[config.mk]
export PLATFORM = sky130hd
export DESIGN_NAME = pscl_core
export DESIGN_NICKNAME = d
export VERILOG_FILES = /design/src/rtl/pscl_pkg.sv /design/src/rtl/pscl_core.sv
export SDC_FILE = /design/constraint.sdc
export NUM_CORES = 2
export LEC_CHECK = 0
export BUFFER_PORTS_ARGS = -buffer_cell sky130_fd_sc_hd__buf_2
export CAP_MARGIN = 20
export CORE_MARGIN = 5
export CORE_UTILIZATION = 40
export CTS_CLUSTER_SIZE = 40
export DETAILED_ROUTE_END_ITERATION = 12
export GPL_ROUTABILITY_DRIVEN = 0
export REMOVE_ABC_BUFFERS = 1
export SLEW_MARGIN = 20
export SYNTH_ARGS = -nofsm -noshare
export SYNTH_HDL_FRONTEND = slang
export SYNTH_SLANG_ARGS = --single-unit
[constraint.sdc]
create_clock -name ref_clk -period 266.1 [get_ports ref_clk]
set_input_delay 13.305 -clock ref_clk [delete_from_list [all_inputs] [get_ports ref_clk]]
set_output_delay 13.305 -clock ref_clk [all_outputs]
set_load 0.005 [all_outputs]
[src/rtl/pscl_pkg.sv]
// pscl_pkg: constants, types and register map of the presence sensor config logic
// assumes a 20 MHz reference clock and a 32-bit Avalon-MM register slave
package pscl_pkg;
    // clock and tick
    localparam int unsigned CLK_HZ          = 20_000_000;
    localparam int unsigned TICK_PERIOD_S   = 1;
    localparam int unsigned TICK_CYCLES     = CLK_HZ * TICK_PERIOD_S;
    localparam logic [24:0] TICK_LAST       = 25'(TICK_CYCLES - 1);
    // word offsets (byte address = 4 * index)
    localparam logic [3:0] REG_CTRL     = 4'h0;
    localparam logic [3:0] REG_DELAY    = 4'h1;
    localparam logic [3:0] REG_SENS     = 4'h2;
    localparam logic [3:0] REG_LOCK     = 4'h3;
    localparam logic [3:0] REG_BRIGHT   = 4'h4;
    localparam logic [3:0] REG_CYCLE    = 4'h5;
    localparam logic [3:0] REG_RAW      = 4'h6;
    localparam logic [3:0] REG_CALREF   = 4'h7;
    localparam logic [3:0] REG_STATUS   = 4'h8;
    localparam logic [3:0] REG_OUTVAL   = 4'h9;
    localparam logic [3:0] REG_EVENT    = 4'ha;
    // reset values
    localparam logic [5:0]  DELAY_MIN_RST   = 6'h00;
    localparam logic [5:0]  DELAY_SEC_RST   = 6'h11; // 17 s
    localparam logic [2:0]  SECT_SENS_RST   = 3'h4;  // 100 %
    localparam logic [5:0]  LOCK_SEC_RST    = 6'h03;
    localparam logic [5:0]  STEP_RST        = 6'h04; // 4 * 5 lux = 20 lux
    localparam logic [5:0]  CYC_MIN_RST     = 6'h03;
    localparam logic [5:0]  CYC_SEC_RST     = 6'h00;
    localparam logic [15:0] INVALID_BRIGHT  = 16'h7fff;
    localparam logic [15:0] FACT_COEF       = 16'h04cd; // 0.3 in q4.12
    localparam logic [15:0] UNIT_COEF       = 16'h1000;
    localparam logic [5:0]  STEP_MIN        = 6'h01;
    localparam logic [5:0]  STEP_MAX        = 6'h28;
    localparam logic [7:0]  STEP_LUX        = 8'h05;
    localparam logic [2:0]  SENS_MAX        = 3'h4;
    // hardware/application support for basic sensitivity, arbitrary default
    localparam logic        BASIC_SUPPORT   = 1'b1;

    typedef enum logic [1:0] {
        TX_ON_CHANGE,
        TX_CYCLIC,
        TX_BOTH,
        TX_ON_READ
    } pscl_txmode_type;

    typedef enum logic [1:0] {
        IL_OFF,
        IL_ON,
        IL_BOTH,
        IL_RSVD
    } pscl_ilpol_type;

    // avalon request / answer
    typedef struct packed {
        logic [3:0]  address;
        logic        read;
        logic        write;
        logic [31:0] writedata;
        logic [3:0]  byteenable;
    } pscl_avreq_type;

    typedef struct packed {
        logic [31:0] readdata;
        logic        waitrequest;
    } pscl_avrsp_type;
endpackage

[src/rtl/pscl_core.sv]
// pscl_core: delay after bus return, pir sensitivity and interlock, brightness reporting
// assumes sensor strobes come from logic on ref_clk; adjuster and remote pins are async
// Contract
// - hold auto-sends for delay after bus return
// - no delay after commissioning restart
// - low basic sensitivity reduces all sectors; here only basic_low is raised, sector_level stays as set
// - unsupported basic setting forces high
// - per sector off/25/50/75/100 percent
// - adjuster shifts every sector that is not off one level, held within 25..100 percent
// - matching interlock telegram locks, retriggers
// - lockout 0..59 s, default 3
// - two-byte brightness, four send modes
// - send on change by lux step
// - cyclic send after minutes plus seconds
// - factory calibration coefficient 0.3
// - reference telegram sets coefficient
// - no evaluation until calibrated
// - pending calibration sends zero or 7fff; zero is held back here, only 7fff with marker is sent
// - walking test after download, blue led
// - remote toggles walking test anytime
//
// The register addresses and the Avalon-MM slave port are this design's own decisions.
`timescale 1ns/1ns
module pscl_core (
    // clock and reset
    input  wire logic                     ref_clk,
    input  wire logic                     resetn,
    // register bus
    input  wire pscl_pkg::pscl_avreq_type av_req,
    output      pscl_pkg::pscl_avrsp_type av_rsp,
    // restart causes, one-cycle pulses
    input  wire logic                     bus_return,
    input  wire logic                     download_done,
    // interlock telegram
    input  wire logic                     interlock_valid,
    input  wire logic                     interlock_value,
    // pir raw motion per sector a..c
    input  wire logic [2:0]               pir_raw,
    // async pins: adjuster and remote walking test
    input  wire logic                     adj_up_pin,
    input  wire logic                     adj_down_pin,
    input  wire logic                     ir_test_on_pin,
    input  wire logic                     ir_test_off_pin,
    // brightness sample
    input  wire logic                     light_valid,
    input  wire logic [15:0]              light_guide,
    // outputs
    output      logic [8:0]               sector_level,
    output      logic                     basic_low,
    output      logic                     motion,
    output      logic                     blue_led,
    output      logic                     bright_send,
    output      logic [15:0]              bright_value,
    output      logic                     fb_enable
);
    typedef struct packed {
        logic [11:0] pins;        // 3 stages of 4 pins
        logic [3:0]  pin_state;
        logic [24:0] tick_cnt;
        logic [5:0]  dly_min, dly_sec, lock_sec, step, cyc_min, cyc_sec;
        logic [1:0]  txmode, ilpol;
        logic        basic_lo_cfg, adj_en, cal_tg, inv_mark, walk_cfg;
        logic [8:0]  sens_cfg;
        logic [11:0] hold_cnt;
        logic        holding;
        logic [5:0]  lock_cnt;
        logic [11:0] cyc_cnt;
        logic [15:0] coef, raw, work, last_sent;
        logic        calibrated, walk, pend_send;
        logic [1:0]  adj_ofs;     // 0 none, 1 up, 2 down
        logic [15:0] out_val;
        logic        send, motion_q, rd_phase;
        logic [31:0] rdata;
    } pscl_state_type;

    pscl_state_type st, next_st;
    logic           tick;
    logic [31:0]    product;
    logic [15:0]    delta;
    logic [11:0]    total_cyc;

    assign tick = (st.tick_cnt == pscl_pkg::TICK_LAST);
    assign product = 32'(st.raw) * 32'(st.coef);
    assign delta = (st.work > st.last_sent) ? st.work - st.last_sent : st.last_sent - st.work;
    assign total_cyc = 12'(st.cyc_min) * 12'd60 + 12'(st.cyc_sec);

    // per-sector effective level, adjuster applied
    genvar g;
    generate
        for (g = 0; g < 3; g++) begin : g_sect
            logic [2:0] cfg_lvl;
            assign cfg_lvl = st.sens_cfg[3*g +: 3];
            always_comb begin
                sector_level[3*g +: 3] = cfg_lvl;
                if (st.adj_en && cfg_lvl != 3'h0) begin
                    if (st.adj_ofs == 2'h1 && cfg_lvl < pscl_pkg::SENS_MAX)
                        sector_level[3*g +: 3] = cfg_lvl + 3'h1;
                    else if (st.adj_ofs == 2'h2 && cfg_lvl > 3'h1)
                        sector_level[3*g +: 3] = cfg_lvl - 3'h1;
                end
            end
        end
    endgenerate

    // next-state logic
    always_comb begin
        logic [3:0] agreed;
        agreed = '0;
        next_st = st;
        next_st.send = 1'b0;
        next_st.rd_phase = 1'b0;
        // pin synchroniser: change counts once stages 2 and 3 agree
        next_st.pins = {st.pins[7:0], adj_up_pin, adj_down_pin, ir_test_on_pin,
                        ir_test_off_pin};
        for (int i = 0; i < 4; i++) begin
            agreed[i] = (st.pins[4+i] == st.pins[8+i]) ? st.pins[4+i] : st.pin_state[i];
        end
        next_st.pin_state = agreed;
        next_st.adj_ofs = agreed[3] ? 2'h1 : (agreed[2] ? 2'h2 : 2'h0);
        if (agreed[1] && !st.pin_state[1])
            next_st.walk = 1'b1;
        if (agreed[0] && !st.pin_state[0])
            next_st.walk = 1'b0;
        // seconds tick
        next_st.tick_cnt = tick ? 25'h0 : st.tick_cnt + 25'h1;
        // transmit hold after bus return
        if (st.holding && tick) begin
            if (st.hold_cnt <= 12'h1)
                next_st.holding = 1'b0;
            next_st.hold_cnt = st.hold_cnt - 12'h1;
        end
        if (bus_return) begin
            next_st.hold_cnt = 12'(st.dly_min) * 12'd60 + 12'(st.dly_sec);
            next_st.holding = (st.dly_min != 6'h0) || (st.dly_sec != 6'h0);
        end
        if (download_done) begin
            next_st.holding = 1'b0;
            next_st.pend_send = 1'b1;
            if (st.walk_cfg)
                next_st.walk = 1'b1;
        end
        // interlock lockout, restarts on each matching telegram
        if (st.lock_cnt != 6'h0 && tick)
            next_st.lock_cnt = st.lock_cnt - 6'h1;
        if (interlock_valid &&
            ((st.ilpol == 2'(pscl_pkg::IL_OFF) && !interlock_value) ||
             (st.ilpol == 2'(pscl_pkg::IL_ON) && interlock_value) ||
             st.ilpol == 2'(pscl_pkg::IL_BOTH)))
            next_st.lock_cnt = st.lock_sec;
        next_st.motion_q = (|pir_raw) && (next_st.lock_cnt == 6'h0) && !(interlock_valid &&
                           next_st.lock_cnt != st.lock_cnt);
        // brightness
        if (light_valid)
            next_st.raw = light_guide;
        next_st.work = product[27:12] > 32'h7ffe ? 16'h7ffe : product[27:12];
        if (!st.calibrated && st.cal_tg)
            next_st.out_val = st.inv_mark ? pscl_pkg::INVALID_BRIGHT : 16'h0;
        else
            next_st.out_val = st.work;
        // cyclic timer
        if (tick) begin
            if (st.cyc_cnt <= 12'h1) begin
                next_st.cyc_cnt = total_cyc;
                if (st.txmode == 2'(pscl_pkg::TX_CYCLIC) || st.txmode == 2'(pscl_pkg::TX_BOTH))
                    next_st.pend_send = 1'b1;
            end else
                next_st.cyc_cnt = st.cyc_cnt - 12'h1;
        end
        if ((st.txmode == 2'(pscl_pkg::TX_ON_CHANGE) || st.txmode == 2'(pscl_pkg::TX_BOTH)) &&
            delta >= 16'(st.step) * 16'(pscl_pkg::STEP_LUX) && (st.calibrated || !st.cal_tg))
            next_st.pend_send = 1'b1;
        if (st.pend_send && !st.holding && !(st.cal_tg && !st.calibrated && !st.inv_mark)) begin
            next_st.send = 1'b1;
            next_st.pend_send = 1'b0;
            next_st.last_sent = st.work;
        end
        if (st.txmode == 2'(pscl_pkg::TX_ON_READ))
            next_st.pend_send = 1'b0;
        // register bus: one wait state for reads, writes take at once
        next_st.rdata = st.rdata;
        if (av_req.read && !st.rd_phase) begin
            next_st.rd_phase = 1'b1;
            unique case (av_req.address)
                pscl_pkg::REG_CTRL:   next_st.rdata = {22'h0, st.walk_cfg, st.inv_mark, st.cal_tg,
                                       st.ilpol, st.adj_en, st.basic_lo_cfg, st.txmode, 1'b0};
                pscl_pkg::REG_DELAY:  next_st.rdata = {20'h0, st.dly_min, st.dly_sec};
                pscl_pkg::REG_SENS:   next_st.rdata = {23'h0, st.sens_cfg};
                pscl_pkg::REG_LOCK:   next_st.rdata = {26'h0, st.lock_sec};
                pscl_pkg::REG_BRIGHT: next_st.rdata = {26'h0, st.step};
                pscl_pkg::REG_CYCLE:  next_st.rdata = {20'h0, st.cyc_min, st.cyc_sec};
                pscl_pkg::REG_RAW:    next_st.rdata = {16'h0, st.raw};
                pscl_pkg::REG_CALREF: next_st.rdata = {16'h0, st.coef};
                pscl_pkg::REG_STATUS: next_st.rdata = {20'h0, st.lock_cnt, st.walk,
                                       st.calibrated, st.holding, st.motion_q, basic_low,
                                       st.pend_send};
                pscl_pkg::REG_OUTVAL: next_st.rdata = {16'h0, st.out_val};
                default:              next_st.rdata = 32'h0;
            endcase
        end
        if (av_req.write) begin
            unique case (av_req.address)
                pscl_pkg::REG_CTRL: begin
                    next_st.txmode = av_req.writedata[2:1];
                    next_st.basic_lo_cfg = av_req.writedata[3];
                    next_st.adj_en = av_req.writedata[4];
                    next_st.ilpol = av_req.writedata[6:5] == 2'h3 ? 2'h0 : av_req.writedata[6:5];
                    if (av_req.writedata[7] && !st.cal_tg)
                        next_st.calibrated = 1'b0;
                    if (!av_req.writedata[7])
                        next_st.coef = pscl_pkg::FACT_COEF;
                    next_st.cal_tg = av_req.writedata[7];
                    next_st.inv_mark = av_req.writedata[8];
                    next_st.walk_cfg = av_req.writedata[9];
                end
                pscl_pkg::REG_DELAY: begin
                    if (av_req.writedata[5:0] < 6'd60) next_st.dly_sec = av_req.writedata[5:0];
                    if (av_req.writedata[11:6] < 6'd60) next_st.dly_min = av_req.writedata[11:6];
                end
                pscl_pkg::REG_SENS:
                    for (int s = 0; s < 3; s++)
                        if (av_req.writedata[3*s +: 3] <= pscl_pkg::SENS_MAX)
                            next_st.sens_cfg[3*s +: 3] = av_req.writedata[3*s +: 3];
                pscl_pkg::REG_LOCK:
                    if (av_req.writedata[5:0] < 6'd60) next_st.lock_sec = av_req.writedata[5:0];
                pscl_pkg::REG_BRIGHT:
                    if (av_req.writedata[5:0] >= pscl_pkg::STEP_MIN &&
                        av_req.writedata[5:0] <= pscl_pkg::STEP_MAX)
                        next_st.step = av_req.writedata[5:0];
                pscl_pkg::REG_CYCLE: begin
                    if (av_req.writedata[5:0] < 6'd60) next_st.cyc_sec = av_req.writedata[5:0];
                    if (av_req.writedata[11:6] < 6'd60) next_st.cyc_min = av_req.writedata[11:6];
                end
                pscl_pkg::REG_CALREF:
                    if (st.cal_tg && st.raw != 16'h0) begin
                        // coefficient = ref / raw in q4.12
                        next_st.coef = 16'((32'(av_req.writedata[15:0]) << 12) / 32'(st.raw));
                        next_st.calibrated = 1'b1;
                    end
                pscl_pkg::REG_EVENT:
                    if (av_req.writedata[0]) next_st.pend_send = 1'b1; // read request answer
                default: ;
            endcase
        end
    end

    // state register
    always_ff @(posedge ref_clk or negedge resetn) begin
        if (!resetn) begin
            st <= '0;
            st.dly_min <= pscl_pkg::DELAY_MIN_RST;
            st.dly_sec <= pscl_pkg::DELAY_SEC_RST;
            st.sens_cfg <= {3{pscl_pkg::SECT_SENS_RST}};
            st.lock_sec <= pscl_pkg::LOCK_SEC_RST;
            st.step <= pscl_pkg::STEP_RST;
            st.cyc_min <= pscl_pkg::CYC_MIN_RST;
            st.cyc_sec <= pscl_pkg::CYC_SEC_RST;
            st.coef <= pscl_pkg::FACT_COEF;
        end else begin
            st <= next_st;
        end
    end

    // outputs
    assign basic_low = st.basic_lo_cfg && pscl_pkg::BASIC_SUPPORT;
    assign motion = st.motion_q;
    assign blue_led = st.walk && st.motion_q;
    assign bright_send = st.send;
    assign bright_value = st.out_val;
    assign fb_enable = st.calibrated || !st.cal_tg;
    assign av_rsp.readdata = st.rdata;
    assign av_rsp.waitrequest = av_req.read && !st.rd_phase;
endmodule // pscl_core

# Yosys cells after proc, flatten, opt, wreduce, memory -nomap -nowiden
# Cells that the tools add are included.
# totals
out_inout_bits,63
wordCells,225
inputBits,72
register_bits,246
# op_classes
n_lt_le_gt_ge,18
mul,4
n_addsub,14
reduce_logical,75
n_eq_ne,27
mux,50
div,1
# op_table
cell,count
16-bit case mux with 10 select lines,1
16-bit 2-to-1 mux,5
33-bit 2-to-1 mux,1
28-bit by 16-bit divider with 32-bit output,1
16-bit case mux with 2 select lines,1
16-bit subtractor,2
1-bit logical AND,30
16-bit by 16-bit multiplier with 28-bit output,1
3-bit 2-to-1 mux,9
3-bit AND reduction,9
13-bit 2-to-1 mux,2
"25-bit by 1-bit adder with 25-bit output, second input constant",1
"25-bit == test, second input constant",1
25-bit 2-to-1 mux,1
12-bit by 6-bit adder with 12-bit output,2
"12-bit by 1-bit <= comparator with 1-bit output, second input constant",2
"12-bit by 1-bit subtractor with 12-bit output, second input constant",2
1-bit 2-to-1 mux,21
"6-bit by 4-bit multiplier with 10-bit output, second input constant",2
6-bit nonzero test,3
"4-bit by 3-bit == test with 1-bit output, second input constant",4
16-bit by 9-bit >= comparator with 1-bit output,1
"16-bit by 15-bit > comparator with 1-bit output, second input constant",1
16-bit > comparator,1
other kinds (34),85

# Depth between registers and ports, before layout
# depth
depth_word,16
mapped_depth,456
depth_no_buf,416

# Worst setup path after synthesis
# Ideal clock, no wire load.
# synth_path
path_type,input -> register
start,in av_req[19] (netlist bit)
end,reg st[104] (netlist bit)
t_arrival_ns,93.364
path_stages,412
required_ns,266.002
n_path_buf,45
setup_slack_ns,172.638
setup_ns,0.098
path_cell_list,clkbuf_1 > ha_1 > o211ai_1 > a21oi_1 > or2_2 > nand2_1 > mux2_2 > ha_1 > and3_1 > a21bo_2 > nand2_1 > or3_1 > o2111a_1 > ha_1 > nand4_1 > and3_1 > a21o_1 > clkbuf_1 > [376 not listed] > o21a_1 > o21ai_0 > nand2_1 > nor2_1 > nand3_1 > nor4b_2 > and3b_1 > buf_6 > mux2_1 > ha_1 > nand4_1 > nor4_1 > a2111oi_0 > o211ai_1 > a21oi_1 > o2111ai_1 > nor4bb_1 > a41oi_1
# synth_via
elab_chain_cells,3
# synth_lines
item,line,rtl
from (decl),pscl_core.sv:29,"input wire pscl_pkg::pscl_avreq_type av_req,"
28-bit by 16-bit divider with 32-bit output,pscl_core.sv:236,next_st.coef = 16'((32'(av_req.writedata[15:0]) << 12) / 32'(st.raw));
16-bit 2-to-1 mux,pscl_core.sv:234,if (st.cal_tg && st.raw != 16'h0) begin
16-bit case mux with 2 select lines,pscl_core.sv:201,unique case (av_req.address)
to (signal assigned),pscl_core.sv:259,st <= next_st;
to (decl),pscl_core.sv:76,"pscl_state_type st, next_st;"
# Every way passes these cells. The select of a mux whose other input is x is not followed.
# A chain may end at the register's enable or synchronous reset.

# Final worst setup path
# Same ends and word-level chain as after synthesis.

==> results.sh <==
export IMPL_cap_viol_max_count=0
export IMPL_synth_most_common_cell="nand2_1"
export IMPL_synth_cell_types=132
export IMPL_syn_area_sq_um=46200
export IMPL_pin_count=135
export IMPL_antenna_cells=0
export IMPL_netlist_top_cells_area="ha_1, dfrtp_1, fa_1, nand2_1, a21oi_1"
export IMPL_clock_sinks=229
export IMPL_slowest_delay_ns=0.89
export IMPL_viasPerCell=5.83
export IMPL_cp_required_ns=266.54
export IMPL_worstPathArrival_ns=106.11
export IMPL_dp_hpwl_um=109000
export IMPL_die_w_um=350
export IMPL_period_needed_ns=105.67
export IMPL_max_freq_mhz=9.46
export IMPL_timing_setup_tns_ns=0
export IMPL_routed_wl_um=141000
export IMPL_crit_type="in -> reg"
export IMPL_worstPathMaxFanout=34
export IMPL_clk_pin_slew_ns=0.06
export IMPL_grt_max_degree=93
export IMPL_cts_root_buf="clkbuf_16"
export IMPL_die_h_um=350
export IMPL_yosys_most_used_dff="dfrtp_1"
export IMPL_wl_per_cell_um=19.1
export IMPL_postCtsHoldBufs=0
export IMPL_die_area_sq_um=122000
export IMPL_relSlewSlack_pct=24.4
export IMPL_avgSynthCellArea_sq_um=7.85
export IMPL_clk_latency_ns=0.58
export IMPL_hold_class="reg -> reg"
export IMPL_post_cts_buffers=0
export IMPL_route_vias_total=43099
export IMPL_drt_iter0_markers=2763
export IMPL_ys_warn_count=0
export IMPL_ant_nets=0
export IMPL_cp_common_cell="o21a_1"
export IMPL_ys_async_sr_fraction_pct=100
export IMPL_setup_viol=0
export IMPL_crit_path_top_delay_cell="o21ai_1"
export IMPL_first_global_vias=41708
export IMPL_worst_setup_path_start_kind="input pin"
export IMPL_htree_levels=1
export IMPL_crit_start="av_req[19]"
export IMPL_antenna_found_initial=3
export IMPL_syn_inst=5886
export IMPL_clockBufferDepth=3
export IMPL_synth_top_area_share_pct=15.4
export IMPL_core_area_sq_um=115000
export IMPL_yosys_area_top_type="ha_1"
export IMPL_grt_ovfl_total=0
export IMPL_end_kind="flop"
export IMPL_track_usage_pct=22.4
export IMPL_drt_first_pass_iters=8
export IMPL_io_buffers=98
export IMPL_r2r_start="st[96]$_DFFE_PN0P_"
export IMPL_drc=0
export IMPL_rsz0062_at_grt="no"
export IMPL_cts_buffers=27
export IMPL_drv_slew=0
export IMPL_synth_edf_count=0
export IMPL_cts_tree="built"
export IMPL_synth_seq_area_share_pct=12.4
export IMPL_start_util_pct=40.4
export IMPL_post_route_period_util_pct=39.7
export IMPL_nNetsFinal=6712
export IMPL_skew_ns=0.0150
export IMPL_drive_gt1_share_pct=9.15
export IMPL_grt_pass1_wl_um=224000
export IMPL_area_growth_pct=6.22
export IMPL_holdCritStartpoint="next_st[240]$_DFF_PN0_"
export IMPL_worstMarginPinSlew_ns=1.13
export IMPL_cts_resized=0
export IMPL_hold_viol=0
export IMPL_synth_common_cells="nand2_1, ha_1, nor2_1"
export IMPL_layout_filler_cells=11672
export IMPL_status="finished, final reports clean"
export IMPL_num_rows=124
export IMPL_ys_ff_latch=229
## final timing paths
path                       cells past startpoint  slack, ns                      to
setup / recovery                             395     160.43     st[104]$_DFFE_PN1P_
min in group asynchronous                      1      12.75     st[129]$_DFFE_PN0N_
hold / removal                                 0       0.35  next_st[244]$_DFF_PN0_
max in group asynchronous                      2     251.94      st[67]$_DFFE_PN0P_
setup reg to reg                             404     169.66     st[104]$_DFFE_PN1P_
hold reg to reg                                0       0.35  next_st[244]$_DFF_PN0_
## critical path: cells and delay by family
family | cells | cell delay (ns)
adder cells (fa/ha/maj) | 29 | 9.10
buffers and inverters | 20 | 4.22
AO/OA/AOI/OAI | 225 | 53.29
AND/OR/NAND/NOR | 111 | 22.50
multiplexers | 10 | 3.34
## layout by cell type (no fill, tap or decap), types with 68 or more instances in the layout
master and instances:
inv_1 406, a21o_1 219, nand4_1 69, ha_1 567
mux2_2 126, o31ai_1 68, nor3_1 159, nor2_1 438
xor2_1 128, o21ai_0 288, and2_1 131, nand2_1 614
fa_1 212, xnor2_1 227, buf_4 83, nand2b_1 94
a21oi_1 412, dfrtp_1 212, buf_2 97, o21a_1 149
nand3_1 124, nor2b_1 71
## layer usage
layer | up-vias | part of all wire [%] | GRT usage (%)
met5 | - | 0.013 | 0
met4 | 4 | 3.2 | 6.11
met3 | 251 | 5.4 | 2.09
met2 | 1146 | 45 | 37.4
met1 | 20670 | 46 | 31.0
li1 | 21028 | - | -
## registers in the layout, summed over array words and instances (netlist names)
name / count
st: 177
av_rsp: 16
bright_value: 16
g_sect.cfg_lvl: 9
next_st: 8
basic_low: 1
bright_send: 1
motion: 1
## cell type report
| class | instances | area [sq um] | share of cell area [%] |
|---|---|---|---|
| clock buffers | 30 | 697 | 1.42 |
| repair buffers | 182 | 1140 | 2.32 |
| multi-input cells | 5010 | 37800 | 77.1 |
| inverters | 411 | 1540 | 3.14 |
| well taps | 1512 | 1890 | 3.85 |
| clock inverters | 20 | 234 | 0.477 |
| flip-flops and latches | 229 | 5750 | 11.7 |
## cells by family after synthesis
family	synth area share, %
AOI/OAI and AO/OA	24.3
DFF	12.4
xor gates and xnor gates	6.76
other	0.00812
buffers and inverters	5.96
muxes	4.21
and+or+nand+nor	21.6
adders and majority gates	24.6
## stage by stage
| stage | util (%) | std cells | setup WS [ns] | area (sq um) | hold WS, ns |
|---|---|---|---|---|---|
| after floorplan | - | 5650 | 171.76 | 45100 | 0.331 |
| after global placement | 42.0 | 7343 | 161.66 | 48100 | 0.335 |
| after detailed placement | 42.0 | 7343 | 161.03 | 48100 | 0.336 |
| after CTS | 42.8 | 7393 | 161.25 | 49100 | 0.349 |
| after global routing | 42.9 | 7394 | 153.61 | 49100 | 0.369 |
| final | 42.9 | 7394 | 160.43 | 49100 | 0.347 |
Power is not shown: default switching activity piles up to over one toggle a cycle in this logic, so the estimate is an artifact.
